$ cat src/rtl/awf_cfg.svh
// Purpose: Constants for the asymmetric width FIFO (offsets, fields, widths, resets)
// Assumes: Single core_clk domain, plain register port
// Notes: Widths and depth fixed; register offsets chosen locally
// Overview of operation
// - Write to read width ratios 1:8 through 8:1 only, powers of two
// - Unequal widths only for separate-clock block-memory queues; here memory array always
// - Read depth equals write depth times write width over read width
// - Full and empty flags consider whole words only; partial words unreachable
// - At 4:1 from full, four reads free room for one write
// - Write count in write words, read count in read words
// - Narrow writes fill the read word from MSB downward
// - At 1:4, empty clears after four writes, sets after one read
// - Wide write word is read out MSB slice first
// - At 4:1, one write clears empty, four reads set it again
// - Lookahead mode holds two extra read words of capacity
// - Low level flag set while readable words at or below threshold
// - Low level flag may misbehave only while empty; threshold advice
// - Write count never under-reports except narrow-write partial words
// - Output pipeline delays read data and valid one more cycle
// - In lookahead mode the pipeline option changes nothing visible
// - Hard-primitive lookahead pipeline adds one cycle; not built here
// - Hard-primitive pipeline needs a single primitive deep; not built here
// - Hard-primitive pipeline only with a common clock
// - Read data output loads a configurable reset value
// - Default widths equal give a 1:1 ratio; here widths 8 and 2 give 4:1
// - Accepted transfers show in counts one full cycle later
`ifndef AWF_CFG_SVH
`define AWF_CFG_SVH

`define AWF_WR_W 8
`define AWF_RD_W 2
`define AWF_WR_DEPTH 16
`define AWF_EXTRA_RD_WORDS 2

`define AWF_ADDR_W 4
`define AWF_DATA_W 32
`define AWF_OFS_CTRL 4'h0
`define AWF_OFS_THRESH 4'h4
`define AWF_OFS_STATUS 4'h8
`define AWF_OFS_COUNTS 4'hc

`define AWF_CTRL_LOOKAHEAD 0
`define AWF_CTRL_PIPE 1
`define AWF_STAT_FULL 0
`define AWF_STAT_EMPTY 1
`define AWF_STAT_LOW 2
`define AWF_CNT_RD_LSB 16

`define AWF_CTRL_RST 2'h0
`define AWF_THRESH_RST 'h2
`define AWF_DOUT_RST 'h0

`endif

$ cat src/rtl/awf_pkg.sv
// Purpose: Types shared by the asymmetric width FIFO
// Assumes: awf_cfg.svh defines the widths
// Notes: Counts are wide enough for the lookahead capacity
`include "awf_cfg.svh"
package awf_pkg;
   localparam int AWF_ATOM_W = (`AWF_WR_W < `AWF_RD_W) ? `AWF_WR_W : `AWF_RD_W;
   localparam int AWF_WA = `AWF_WR_W / AWF_ATOM_W;
   localparam int AWF_RA = `AWF_RD_W / AWF_ATOM_W;
   localparam int AWF_CAP = `AWF_WR_DEPTH * AWF_WA;
   localparam int AWF_MEM = AWF_CAP + `AWF_EXTRA_RD_WORDS * AWF_RA;
   localparam int AWF_CW = $clog2(AWF_MEM + 1);
   localparam int AWF_IW = $clog2(AWF_MEM);

   typedef logic [AWF_CW-1:0] awf_count_t;
   typedef logic [AWF_IW-1:0] awf_ptr_t;

   typedef struct packed {
      logic pipe;
      logic lookahead;
   } awf_ctrl_t;

   typedef struct packed {
      logic low;
      logic empty;
      logic full;
   } awf_status_t;
endpackage

$ cat src/rtl/awf_fifo.sv
// Purpose: Asymmetric width FIFO with whole-word flags, counts and output options
// Assumes: Producer and consumer on core_clk; registers on a plain strobe port
// Notes: Storage is in atoms of the narrower width; words pack MSB first
//
// The implementer's own choices: the plain strobed port and the register addresses.
`timescale 1ns/1ps
`default_nettype none
`include "awf_cfg.svh"
module awf_fifo
   import awf_pkg::*;
#(
   parameter logic [`AWF_RD_W-1:0] DOUT_RST = `AWF_DOUT_RST
)
(
   input wire logic core_clk,
   input wire logic rst_b,
   input wire logic wr_en,
   input wire logic [`AWF_WR_W-1:0] wr_data,
   output logic full,
   output awf_count_t wr_count,
   input wire logic rd_en,
   output logic [`AWF_RD_W-1:0] rd_data,
   output logic rd_valid,
   output logic empty,
   output logic low_level_flag,
   output awf_count_t rd_count,
   input wire logic [`AWF_ADDR_W-1:0] reg_addr,
   input wire logic [`AWF_DATA_W-1:0] reg_wdata,
   input wire logic reg_wr,
   input wire logic reg_rd,
   output logic [`AWF_DATA_W-1:0] reg_rdata
);
   localparam int A = AWF_ATOM_W;
   localparam int WA = AWF_WA;
   localparam int RA = AWF_RA;
   localparam awf_count_t WA_C = awf_count_t'(AWF_WA);
   localparam awf_count_t RA_C = awf_count_t'(AWF_RA);
   localparam awf_count_t CAP_C = awf_count_t'(AWF_CAP);
   localparam awf_count_t MEM_C = awf_count_t'(AWF_MEM);

   logic rst_s1;
   logic rst_s2;
   logic [A-1:0] mem [AWF_MEM];
   awf_ptr_t wptr;
   awf_ptr_t rptr;
   awf_count_t used;
   awf_count_t thresh;
   awf_ctrl_t ctrl;
   awf_status_t stat;
   logic std_empty;
   logic [`AWF_RD_W-1:0] s1_data;
   logic s1_valid;

   logic w_acc;
   logic r_acc;
   awf_count_t cap_now;
   awf_count_t next_used;
   awf_count_t next_avail;
   awf_ptr_t next_wptr;
   awf_ptr_t next_rptr;
   logic [`AWF_RD_W-1:0] next_s1_data;
   logic next_s1_valid;
   logic next_full;
   logic next_std_empty;
   logic use_pipe;

   // Reset release through two flops
   always_ff @(posedge core_clk or negedge rst_b)
   begin
      if (!rst_b)
      begin
         rst_s1 <= 1'b0;
         rst_s2 <= 1'b0;
      end
      else
      begin
         rst_s1 <= 1'b1;
         rst_s2 <= rst_s1;
      end
   end

   function automatic awf_ptr_t wrap_add(input awf_ptr_t p, input int n);
      int s;
      s = int'(p) + n;
      if (s >= AWF_MEM)
         s = s - AWF_MEM;
      return awf_ptr_t'(s);
   endfunction

   // Gather one read word, earliest atom into the MSBs
   function automatic logic [`AWF_RD_W-1:0] gather(input awf_ptr_t base);
      logic [`AWF_RD_W-1:0] w;
      w = '0;
      for (int i = 0; i < RA; i++)
         w[`AWF_RD_W-1-i*A -: A] = mem[wrap_add(base, i)];
      return w;
   endfunction

   always_comb
   begin
      w_acc = wr_en && !full;
      r_acc = rd_en && (ctrl.lookahead ? rd_valid : !std_empty);
      cap_now = ctrl.lookahead ? MEM_C : CAP_C;
      next_used = used + (w_acc ? WA_C : '0) - (r_acc ? RA_C : '0);
      next_avail = used - (r_acc ? RA_C : '0);
      next_wptr = w_acc ? wrap_add(wptr, WA) : wptr;
      next_rptr = r_acc ? wrap_add(rptr, RA) : rptr;
      next_full = next_used > (cap_now - WA_C);
      next_std_empty = next_used < RA_C;
      use_pipe = ctrl.pipe && !ctrl.lookahead;
      if (ctrl.lookahead)
      begin
         next_s1_data = gather(next_rptr);
         next_s1_valid = next_avail >= RA_C;
      end
      else
      begin
         next_s1_data = r_acc ? gather(rptr) : s1_data;
         next_s1_valid = r_acc;
      end
   end

   // Storage writes, wide word MSB slice to the earliest atom
   always_ff @(posedge core_clk)
   begin
      if (w_acc)
      begin
         for (int k = 0; k < WA; k++)
            mem[wrap_add(wptr, k)] <= wr_data[`AWF_WR_W-1-k*A -: A];
      end
   end

   always_ff @(posedge core_clk or negedge rst_b)
   begin
      if (!rst_b)
      begin
         wptr <= '0;
         rptr <= '0;
         used <= '0;
         full <= 1'b0;
         std_empty <= 1'b1;
      end
      else if (!rst_s2)
      begin
         wptr <= '0;
         rptr <= '0;
         used <= '0;
         full <= 1'b0;
         std_empty <= 1'b1;
      end
      else
      begin
         wptr <= next_wptr;
         rptr <= next_rptr;
         used <= next_used;
         full <= next_full;
         std_empty <= next_std_empty;
      end
   end

   // Read side data path; read data loads the reset value
   always_ff @(posedge core_clk or negedge rst_b)
   begin
      if (!rst_b)
      begin
         s1_data <= DOUT_RST;
         s1_valid <= 1'b0;
         rd_data <= DOUT_RST;
         rd_valid <= 1'b0;
         empty <= 1'b1;
      end
      else if (!rst_s2)
      begin
         s1_data <= DOUT_RST;
         s1_valid <= 1'b0;
         rd_data <= DOUT_RST;
         rd_valid <= 1'b0;
         empty <= 1'b1;
      end
      else
      begin
         s1_data <= next_s1_data;
         s1_valid <= next_s1_valid;
         rd_data <= use_pipe ? s1_data : next_s1_data;
         rd_valid <= use_pipe ? s1_valid : next_s1_valid;
         empty <= ctrl.lookahead ? !next_s1_valid : next_std_empty;
      end
   end

   // Counts lag the accepting edge by one cycle
   always_ff @(posedge core_clk or negedge rst_b)
   begin
      if (!rst_b)
      begin
         wr_count <= '0;
         rd_count <= '0;
         low_level_flag <= 1'b1;
      end
      else if (!rst_s2)
      begin
         wr_count <= '0;
         rd_count <= '0;
         low_level_flag <= 1'b1;
      end
      else
      begin
         wr_count <= (used + WA_C - awf_count_t'(1)) / WA_C;
         rd_count <= used / RA_C;
         low_level_flag <= (next_used / RA_C) <= thresh;
      end
   end

   // Register port
   always_ff @(posedge core_clk or negedge rst_b)
   begin
      if (!rst_b)
      begin
         ctrl <= `AWF_CTRL_RST;
         thresh <= awf_count_t'(`AWF_THRESH_RST);
      end
      else if (!rst_s2)
      begin
         ctrl <= `AWF_CTRL_RST;
         thresh <= awf_count_t'(`AWF_THRESH_RST);
      end
      else if (reg_wr)
      begin
         if (reg_addr == `AWF_OFS_CTRL)
         begin
            ctrl.lookahead <= reg_wdata[`AWF_CTRL_LOOKAHEAD];
            ctrl.pipe <= reg_wdata[`AWF_CTRL_PIPE];
         end
         else if (reg_addr == `AWF_OFS_THRESH)
            thresh <= reg_wdata[AWF_CW-1:0];
      end
   end

   always_comb
   begin
      stat.full = full;
      stat.empty = empty;
      stat.low = low_level_flag;
   end

   always_ff @(posedge core_clk or negedge rst_b)
   begin
      if (!rst_b)
         reg_rdata <= '0;
      else if (!rst_s2 || !reg_rd)
         reg_rdata <= '0;
      else
      begin
         case (reg_addr)
            `AWF_OFS_CTRL:
               reg_rdata <= `AWF_DATA_W'(ctrl);
            `AWF_OFS_THRESH:
               reg_rdata <= `AWF_DATA_W'(thresh);
            `AWF_OFS_STATUS:
               reg_rdata <= `AWF_DATA_W'(stat);
            `AWF_OFS_COUNTS:
               reg_rdata <= (`AWF_DATA_W'(rd_count) << `AWF_CNT_RD_LSB) | `AWF_DATA_W'(wr_count);
            default:
               reg_rdata <= '0;
         endcase
      end
   end
endmodule // awf_fifo
`default_nettype wire

$ cat config.mk
export PLATFORM = sky130hd
export DESIGN_NAME = awf_fifo
export DESIGN_NICKNAME = d
export VERILOG_FILES = /design/src/rtl/awf_pkg.sv /design/src/rtl/awf_fifo.sv
export VERILOG_INCLUDE_DIRS = /design/src /design/src/rtl
export SDC_FILE = /design/constraint.sdc
export NUM_CORES = 1
export LEC_CHECK = 0
export BUFFER_PORTS_ARGS = -buffer_cell sky130_fd_sc_hd__buf_2
export CAP_MARGIN = 20
export CORE_ASPECT_RATIO = 0.8
export CORE_MARGIN = 2
export CORE_UTILIZATION = 40
export CTS_CLUSTER_SIZE = 28
export DETAILED_ROUTE_END_ITERATION = 8
export SLEW_MARGIN = 20
export SYNTH_ARGS = -nofsm -noshare
export SYNTH_HDL_FRONTEND = slang
export SYNTH_SLANG_ARGS = --single-unit
export TNS_END_PERCENT = 50
$ cat constraint.sdc
create_clock -name core_clk -period 6.6 [get_ports core_clk]
set_input_delay 0.99 -clock core_clk [delete_from_list [all_inputs] [get_ports core_clk]]
set_output_delay 0.99 -clock core_clk [all_outputs]
set_load 0.02 [all_outputs]
# Word level (Yosys, flattened, before mapping)
# Memories as Yosys holds them, arrays and structs flattened.
# Index checks and enable logic that the tools add are counted.
[totals]
elab_cells = 123
output_inout_bits = 52
latch_bits = 0
romBits = 0
input_bits = 50
memories = 1
ff_bits = 88
mem_bits_rw = 132
[classes]
mux = 50
addsub = 19
eq_ne = 8
reduce_logical = 13
multipliers = 0
bitwise = 1
n_shift = 0
magnitude_cmp = 12
div = 0
[mem_list]
columns = ["memory", "words", "word_bits", "read_ports", "rd_clocked_by_memory_dff", "write_ports", "line_no", "source"]
rows = [
  ["mem", 66, 2, 2, 0, 4, "awf_fifo.sv:43", "logic [A-1:0] mem [AWF_MEM];"],
]
[op_table]
columns = ["operator", "n"]
rows = [
  ["$mux W7", 24],
  ["$pmux W32 S4", 1],
  ["$sub A7 B7 Y7 const B", 8],
  ["$ge A8 B7 Y1 const B", 5],
  ["$mux W32", 1],
  ["$or A23 B7 Y23", 1],
  ["$ge A7 B7 Y1 const B", 3],
  ["$mux W2", 9],
  ["$add A7 B1 Y8 const B", 2],
  ["$add A7 B2 Y8 const B", 2],
  ["$mux W1", 13],
  ["$add A7 B3 Y8 const B", 1],
  ["$eq A4 B4 Y1 const B", 2],
  ["$add A7 B3 Y7", 1],
  ["$add A7 B3 Y7 const B", 1],
  ["$ge A7 B1 Y1 const B", 1],
  ["$gt A7 B7 Y1", 1],
  ["$le A7 B7 Y1", 1],
  ["$lt A7 B1 Y1 const B", 1],
  ["$sub A7 B1 Y7", 1],
  ["$sub A7 B1 Y7 const B", 1],
  ["$sub A7 B3 Y7 const B", 1],
  ["$sub A7 B7 Y7", 1],
  ["$logic_not A1 Y1", 6],
  ["10 further kinds", 15],
]

# Longest topological paths before layout
# An unclocked memory read counts as a cell.
[logic_depth]
word_depth = 11
mapped_depth = 23

# Worst setup path after synthesis
# OpenSTA, ideal clock, no wires.
[synth_timing]
path_kind = "register -> register"
startpoint = "reg rptr[0]"
endpoint = "reg s1_data[0]"
path_buffers = 6
setup_slack_ps = 1743
path_stages_with_launch = 22
arrival_time_ps = 4779
t_required_ps = 6523
setup_time_ps = 77
cell_sequence = "dfrtp_1 > buf_4 > buf_2 > inv_1 > ha_1 > and4_1 > buf_4 > nand4_4 > and2_1 > o211a_1 > a21o_1 > inv_1 > clkbuf_1 > ha_1 > clkbuf_1 > inv_1 > clkbuf_1 > a211oi_1 > a21oi_1 > a311o_1 > or4_1 > a21oi_1"
[synth_between]
elab_chain_cells = 10
word_cells_on_any_way = 17
cone_classes = "4 x add/sub; 3 x order compare; 9 x mux; 1 x memory"
[synth_lines]
columns = ["item", "line_no", "source"]
rows = [
  ["start: declaration", "awf_fifo.sv:45", "awf_ptr_t rptr;"],
  ["start signal: assignment", "awf_fifo.sv:154", "rptr <= next_rptr;"],
  ["$add A7 B1 Y8", "awf_fifo.sv:84", "s = int'(p) + n;"],
  ["$sub A7 B7 Y7 / $ge A8 B7 Y1 (equally long branches)", "awf_fifo.sv:86, awf_fifo.sv:85", ""],
  ["$mux W7", "awf_fifo.sv:85", "if (s >= AWF_MEM)"],
  ["$mux W7", "awf_fifo.sv:107", "next_rptr = r_acc ? wrap_add(rptr, RA) : rptr;"],
  ["$sub A7 B7 Y7 / $ge A7 B7 Y1 (equally long branches)", "awf_fifo.sv:86, awf_fifo.sv:85", ""],
  ["$mux W7", "awf_fifo.sv:85", ""],
  ["$mux W7", "awf_fifo.sv:111", "if (ctrl.lookahead)"],
  ["$mem_v2 Z66 W2 *", "-", ""],
  ["$mux W2 *", "awf_fifo.sv:111", ""],
  ["$mux W2 *", "awf_fifo.sv:172", "else if (!rst_s2)"],
  ["end signal: assignment", "awf_fifo.sv:182", "s1_data <= next_s1_data;"],
  ["end: declaration", "awf_fifo.sv:51", "logic [`AWF_RD_W-1:0] s1_data;"],
]
# Mark *: on every way between the ends. The rest lies on a longest branch, timed or not. The select of a mux whose other input is x is not followed.
# A chain may end at the register's enable or synchronous reset.

# Final worst setup path
[layout_timing]
startpoint = "reg ctrl[0] in the netlist's numbering"
endpoint = "reg rd_data[1]"
[layout_between]
elab_chain_cells = 10
word_cells_on_any_way = 14
cone_classes = "1 x add/sub; 1 x order compare; 8 x mux; 3 x reduce/logical; 1 x memory"
[layout_lines]
columns = ["item", "line_no", "source"]
rows = [
  ["start: declaration", "awf_fifo.sv:48", "awf_ctrl_t ctrl;"],
  ["start signal: assignment", "awf_fifo.sv:218", "ctrl <= `AWF_CTRL_RST;"],
  ["start signal: assignment", "awf_fifo.sv:223", "ctrl <= `AWF_CTRL_RST;"],
  ["$mux W1", "awf_fifo.sv:102", "r_acc = rd_en && (ctrl.lookahead ? rd_valid : !std_empty);"],
  ["$logic_and A1 B1 Y1", "awf_fifo.sv:102", ""],
  ["$mux W7", "awf_fifo.sv:107", ""],
  ["$sub A7 B7 Y7 / $ge A7 B7 Y1 (equally long branches)", "awf_fifo.sv:86, awf_fifo.sv:85", ""],
  ["$mux W7", "awf_fifo.sv:85", ""],
  ["$mux W7", "awf_fifo.sv:111", ""],
  ["$mem_v2 Z66 W2", "-", ""],
  ["$mux W2", "awf_fifo.sv:111", ""],
  ["$mux W2 *", "awf_fifo.sv:184", "rd_data <= use_pipe ? s1_data : next_s1_data;"],
  ["$mux W2 *", "awf_fifo.sv:172", ""],
  ["end signal: assignment", "awf_fifo.sv:184", ""],
  ["end: declaration", "awf_fifo.sv:22", "output logic [`AWF_RD_W-1:0] rd_data,"],
]
# Marked as above.

==> results.sh <==
export IMPL_synth_ff_type="edfxtp_1"
export IMPL_final_period_utilization=0.827
export IMPL_cts_sinks=199
export IMPL_layout_setup_ws_ps=1140
export IMPL_hold_path_depth=0
export IMPL_final_seq_area_um2=5650
export IMPL_synthCells=1729
export IMPL_wl_um=53300
export IMPL_worstMarginPinSlew_ps=1180
export IMPL_crit_arrival_ps=5820
export IMPL_hp_start="rst_s1"
export IMPL_die_x_um=228
export IMPL_drtAntennaViolNets=0
export IMPL_nets=1806
export IMPL_async_reset_ff_frac=0.337
export IMPL_first_pass_iters=6
export IMPL_ir_worst_vdd_mv=0.181
export IMPL_final_common_cell="nand2_1"
export IMPL_fmax_mhz=183
export IMPL_cts_max_level=4
export IMPL_boundaryPins=102
export IMPL_relSlewSlack=0.207
export IMPL_worstSetupStartpointType="flop"
export IMPL_cp_end_kind="flop"
export IMPL_clk_latency_ps=470
export IMPL_fillCellCount=3801
export IMPL_cts_resized_gates=0
export IMPL_r2r_setup_slack_ps=1140
export IMPL_grt_pass1_vias=12960
export IMPL_final_hold_viol_count=0
export IMPL_multi_input_area_um2=9760
export IMPL_cts_hold_fix_buffers=0
export IMPL_cts_buffers=17
export IMPL_yosysSeqAreaShare=0.350
export IMPL_yosysTopAreaCell="edfxtp_1"
export IMPL_drt_vias_per_instance=6.22
export IMPL_clockBufferDepth=2
export IMPL_core_area_um2=39600
export IMPL_pre_cts_slack_ps=1250
export IMPL_status="finished clean"
export IMPL_grt_ovfl_total=0
export IMPL_insertedDiodeCount=0
export IMPL_port_buffers=56
export IMPL_synth_seq_cells=199
export IMPL_drv_slew=0
export IMPL_reg2reg_to="rd_data[1]"
export IMPL_drv_cap=0
export IMPL_syn_area_um2=16100
export IMPL_clkSlewWorstSetupHoldPaths_ps=80
export IMPL_vias=14093
export IMPL_synth_top_area_frac=0.246
export IMPL_grt_util_all_layers=0.250
export IMPL_gp_congestion=0.909
export IMPL_initial_utilization=0.407
export IMPL_final_cell_mix="nand2_1, nor2_1, mux2i_1, edfxtp_1, mux2_2"
export IMPL_setup_viol=0
export IMPL_syn_to_final_growth_pct=7.76
export IMPL_synthTopCellsByArea="edfxtp_1, dfrtp_1, mux2i_1"
export IMPL_critPathKind="reg -> reg"
export IMPL_min_path_type="reg -> reg"
export IMPL_fin_worst_skew_ps=18.1
export IMPL_avgRoutedWirePerCell_um=23.5
export IMPL_cp_data_required_time_ps=6970
export IMPL_grt_pass1_wl_um=80100
export IMPL_whs_endpoint="rst_s2"
export IMPL_p_leak_uw=0.00667
export IMPL_fin_tns_setup_ps=0
export IMPL_postCtsSetupBuffers=0
export IMPL_drt_first_iter_violations=1941
export IMPL_synth_cell_types=90
export IMPL_reg2reg_depth=15
export IMPL_drc=0
export IMPL_rr_startpoint="ctrl[0]"
export IMPL_powerDensity_nw_per_um2=229
export IMPL_finalCriticalPeriod_ps=5460
export IMPL_rsz0062_at_grt="false"
export IMPL_antenna_found_initial=0
export IMPL_ys_warn_count=0
export IMPL_cts_root_buf="clkbuf_16"
export IMPL_place_hpwl_um=38600
export IMPL_cts_tree="done"
export IMPL_worstPathMaxFanout=28
export IMPL_row_count=65
export IMPL_die_h_um=184
export IMPL_synth_edf_count=132
export IMPL_die_area_um2=41900
export IMPL_drive_above_1_share=0.170
export IMPL_synth_avg_cell_area_um2=9.32
export IMPL_grt_max_degree=68
[final cells by class]
cell class	count	share of cell area
Multi-Input combinational cell	1368	0.562
Timing Repair Buffer	89	0.0304
Clock inverter	15	0.0101
Clock buffer	17	0.0245
Inverter	42	0.00908
Tap cell	536	0.0386
Sequential cell	199	0.325
[critical path: stages, from the launching register on]
cell	delay, ps
dfrtp_1	570
and2_1	260
o21ai_4	510
inv_2	350
and3_1	270
a21oi_1	110
o211ai_1	160
inv_2	460
ha_1	300
nor3b_4	360
a31o_2	500
nand2_1	280
a221oi_1	390
o32a_1	270
nand4_1	210
a221oi_1	330
[routing by layer]
metal / global-route usage / up-vias / routed length (µm)
li1: - / 6368 / -
met1: 0.373 / 6883 / 23700
met2: 0.370 / 757 / 22900
met3: 0.0476 / 85 / 5680
met4: 0.0617 / 0 / 1120
met5: 0 / - / 0
[cells in the mapped netlist (15+ instances only)]
master,instances
xor2_1,15
nor3_1,33
o21ai_0,98
clkbuf_1,89
a21oi_1,97
and2_1,28
mux2i_1,146
a211oi_1,30
mux4_2,43
inv_1,37
xnor2_1,22
nor2_1,181
nand3_1,51
mux2_2,100
nand2_1,202
dfrtp_1,63
buf_4,26
ha_1,38
o22ai_1,40
edfxtp_1,132
[registers in the layout, indices dropped and copies added, names as in the netlist]
register        flops
thresh              7
rptr                7
low_level_flag      1
s1_data             2
used                7
rd_count            7
full                1
rd_data             2
s1_valid            1
wr_count            5
wptr                6
rst_s2              1
std_empty           1
mem               132
ctrl                2
rd_valid            1
empty               1
rst_s1              1
reg_rdata          14
[metrics by stage]
stage          instance area [µm²]  hold WS [ps]  utilization  power [µW]  instances
2_1_floorplan                16200           331            -        2490       1748
3_3_place_gp                 16800           332        0.423        2840       2234
3_5_place_dp                 16800           336        0.423        2870       2234
6_report                     17400           352        0.438        3970       2266
4_1_cts                      17400           354        0.438        3940       2266
5_1_grt                      17400           357        0.438        4140       2266
[report_power, final]
part	switching (µW)	internal, µW	leakage, µW
combinational	876	523	0.00429
sequential	69.1	1410	0.00209
clock	576	515	0.000289
total	1520	2450	0.00667
[cells by family (layout without fill, tap and decap cells)]
kind of cell	count (synthesis)	count (layout)	synth area share
XOR/XNOR	40	40	0.0231
AO/OA/AOI/OAI	398	398	0.160
other	2	21	0.000466
AND/OR/NAND/NOR	580	580	0.164
multiplexers	290	290	0.222
buffers and inverters	181	163	0.0502
flip-flops	199	199	0.350
adder cells (fa/ha/maj)	39	39	0.0308
[worst max path at each step]
stage / startpoint / cells after the start / to
2_1_floorplan: rptr[0] / 21 / s1_data[0]
3_3_place_gp: rd_en / 16 / rd_data[1]
3_5_place_dp: rd_en / 16 / rd_data[1]
4_1_cts: ctrl[0] / 16 / rd_data[1]
5_1_grt: rptr[0] / 17 / rd_data[1]
6_report: ctrl[0] / 15 / rd_data[1]
(Power assumes the default switching activity.)
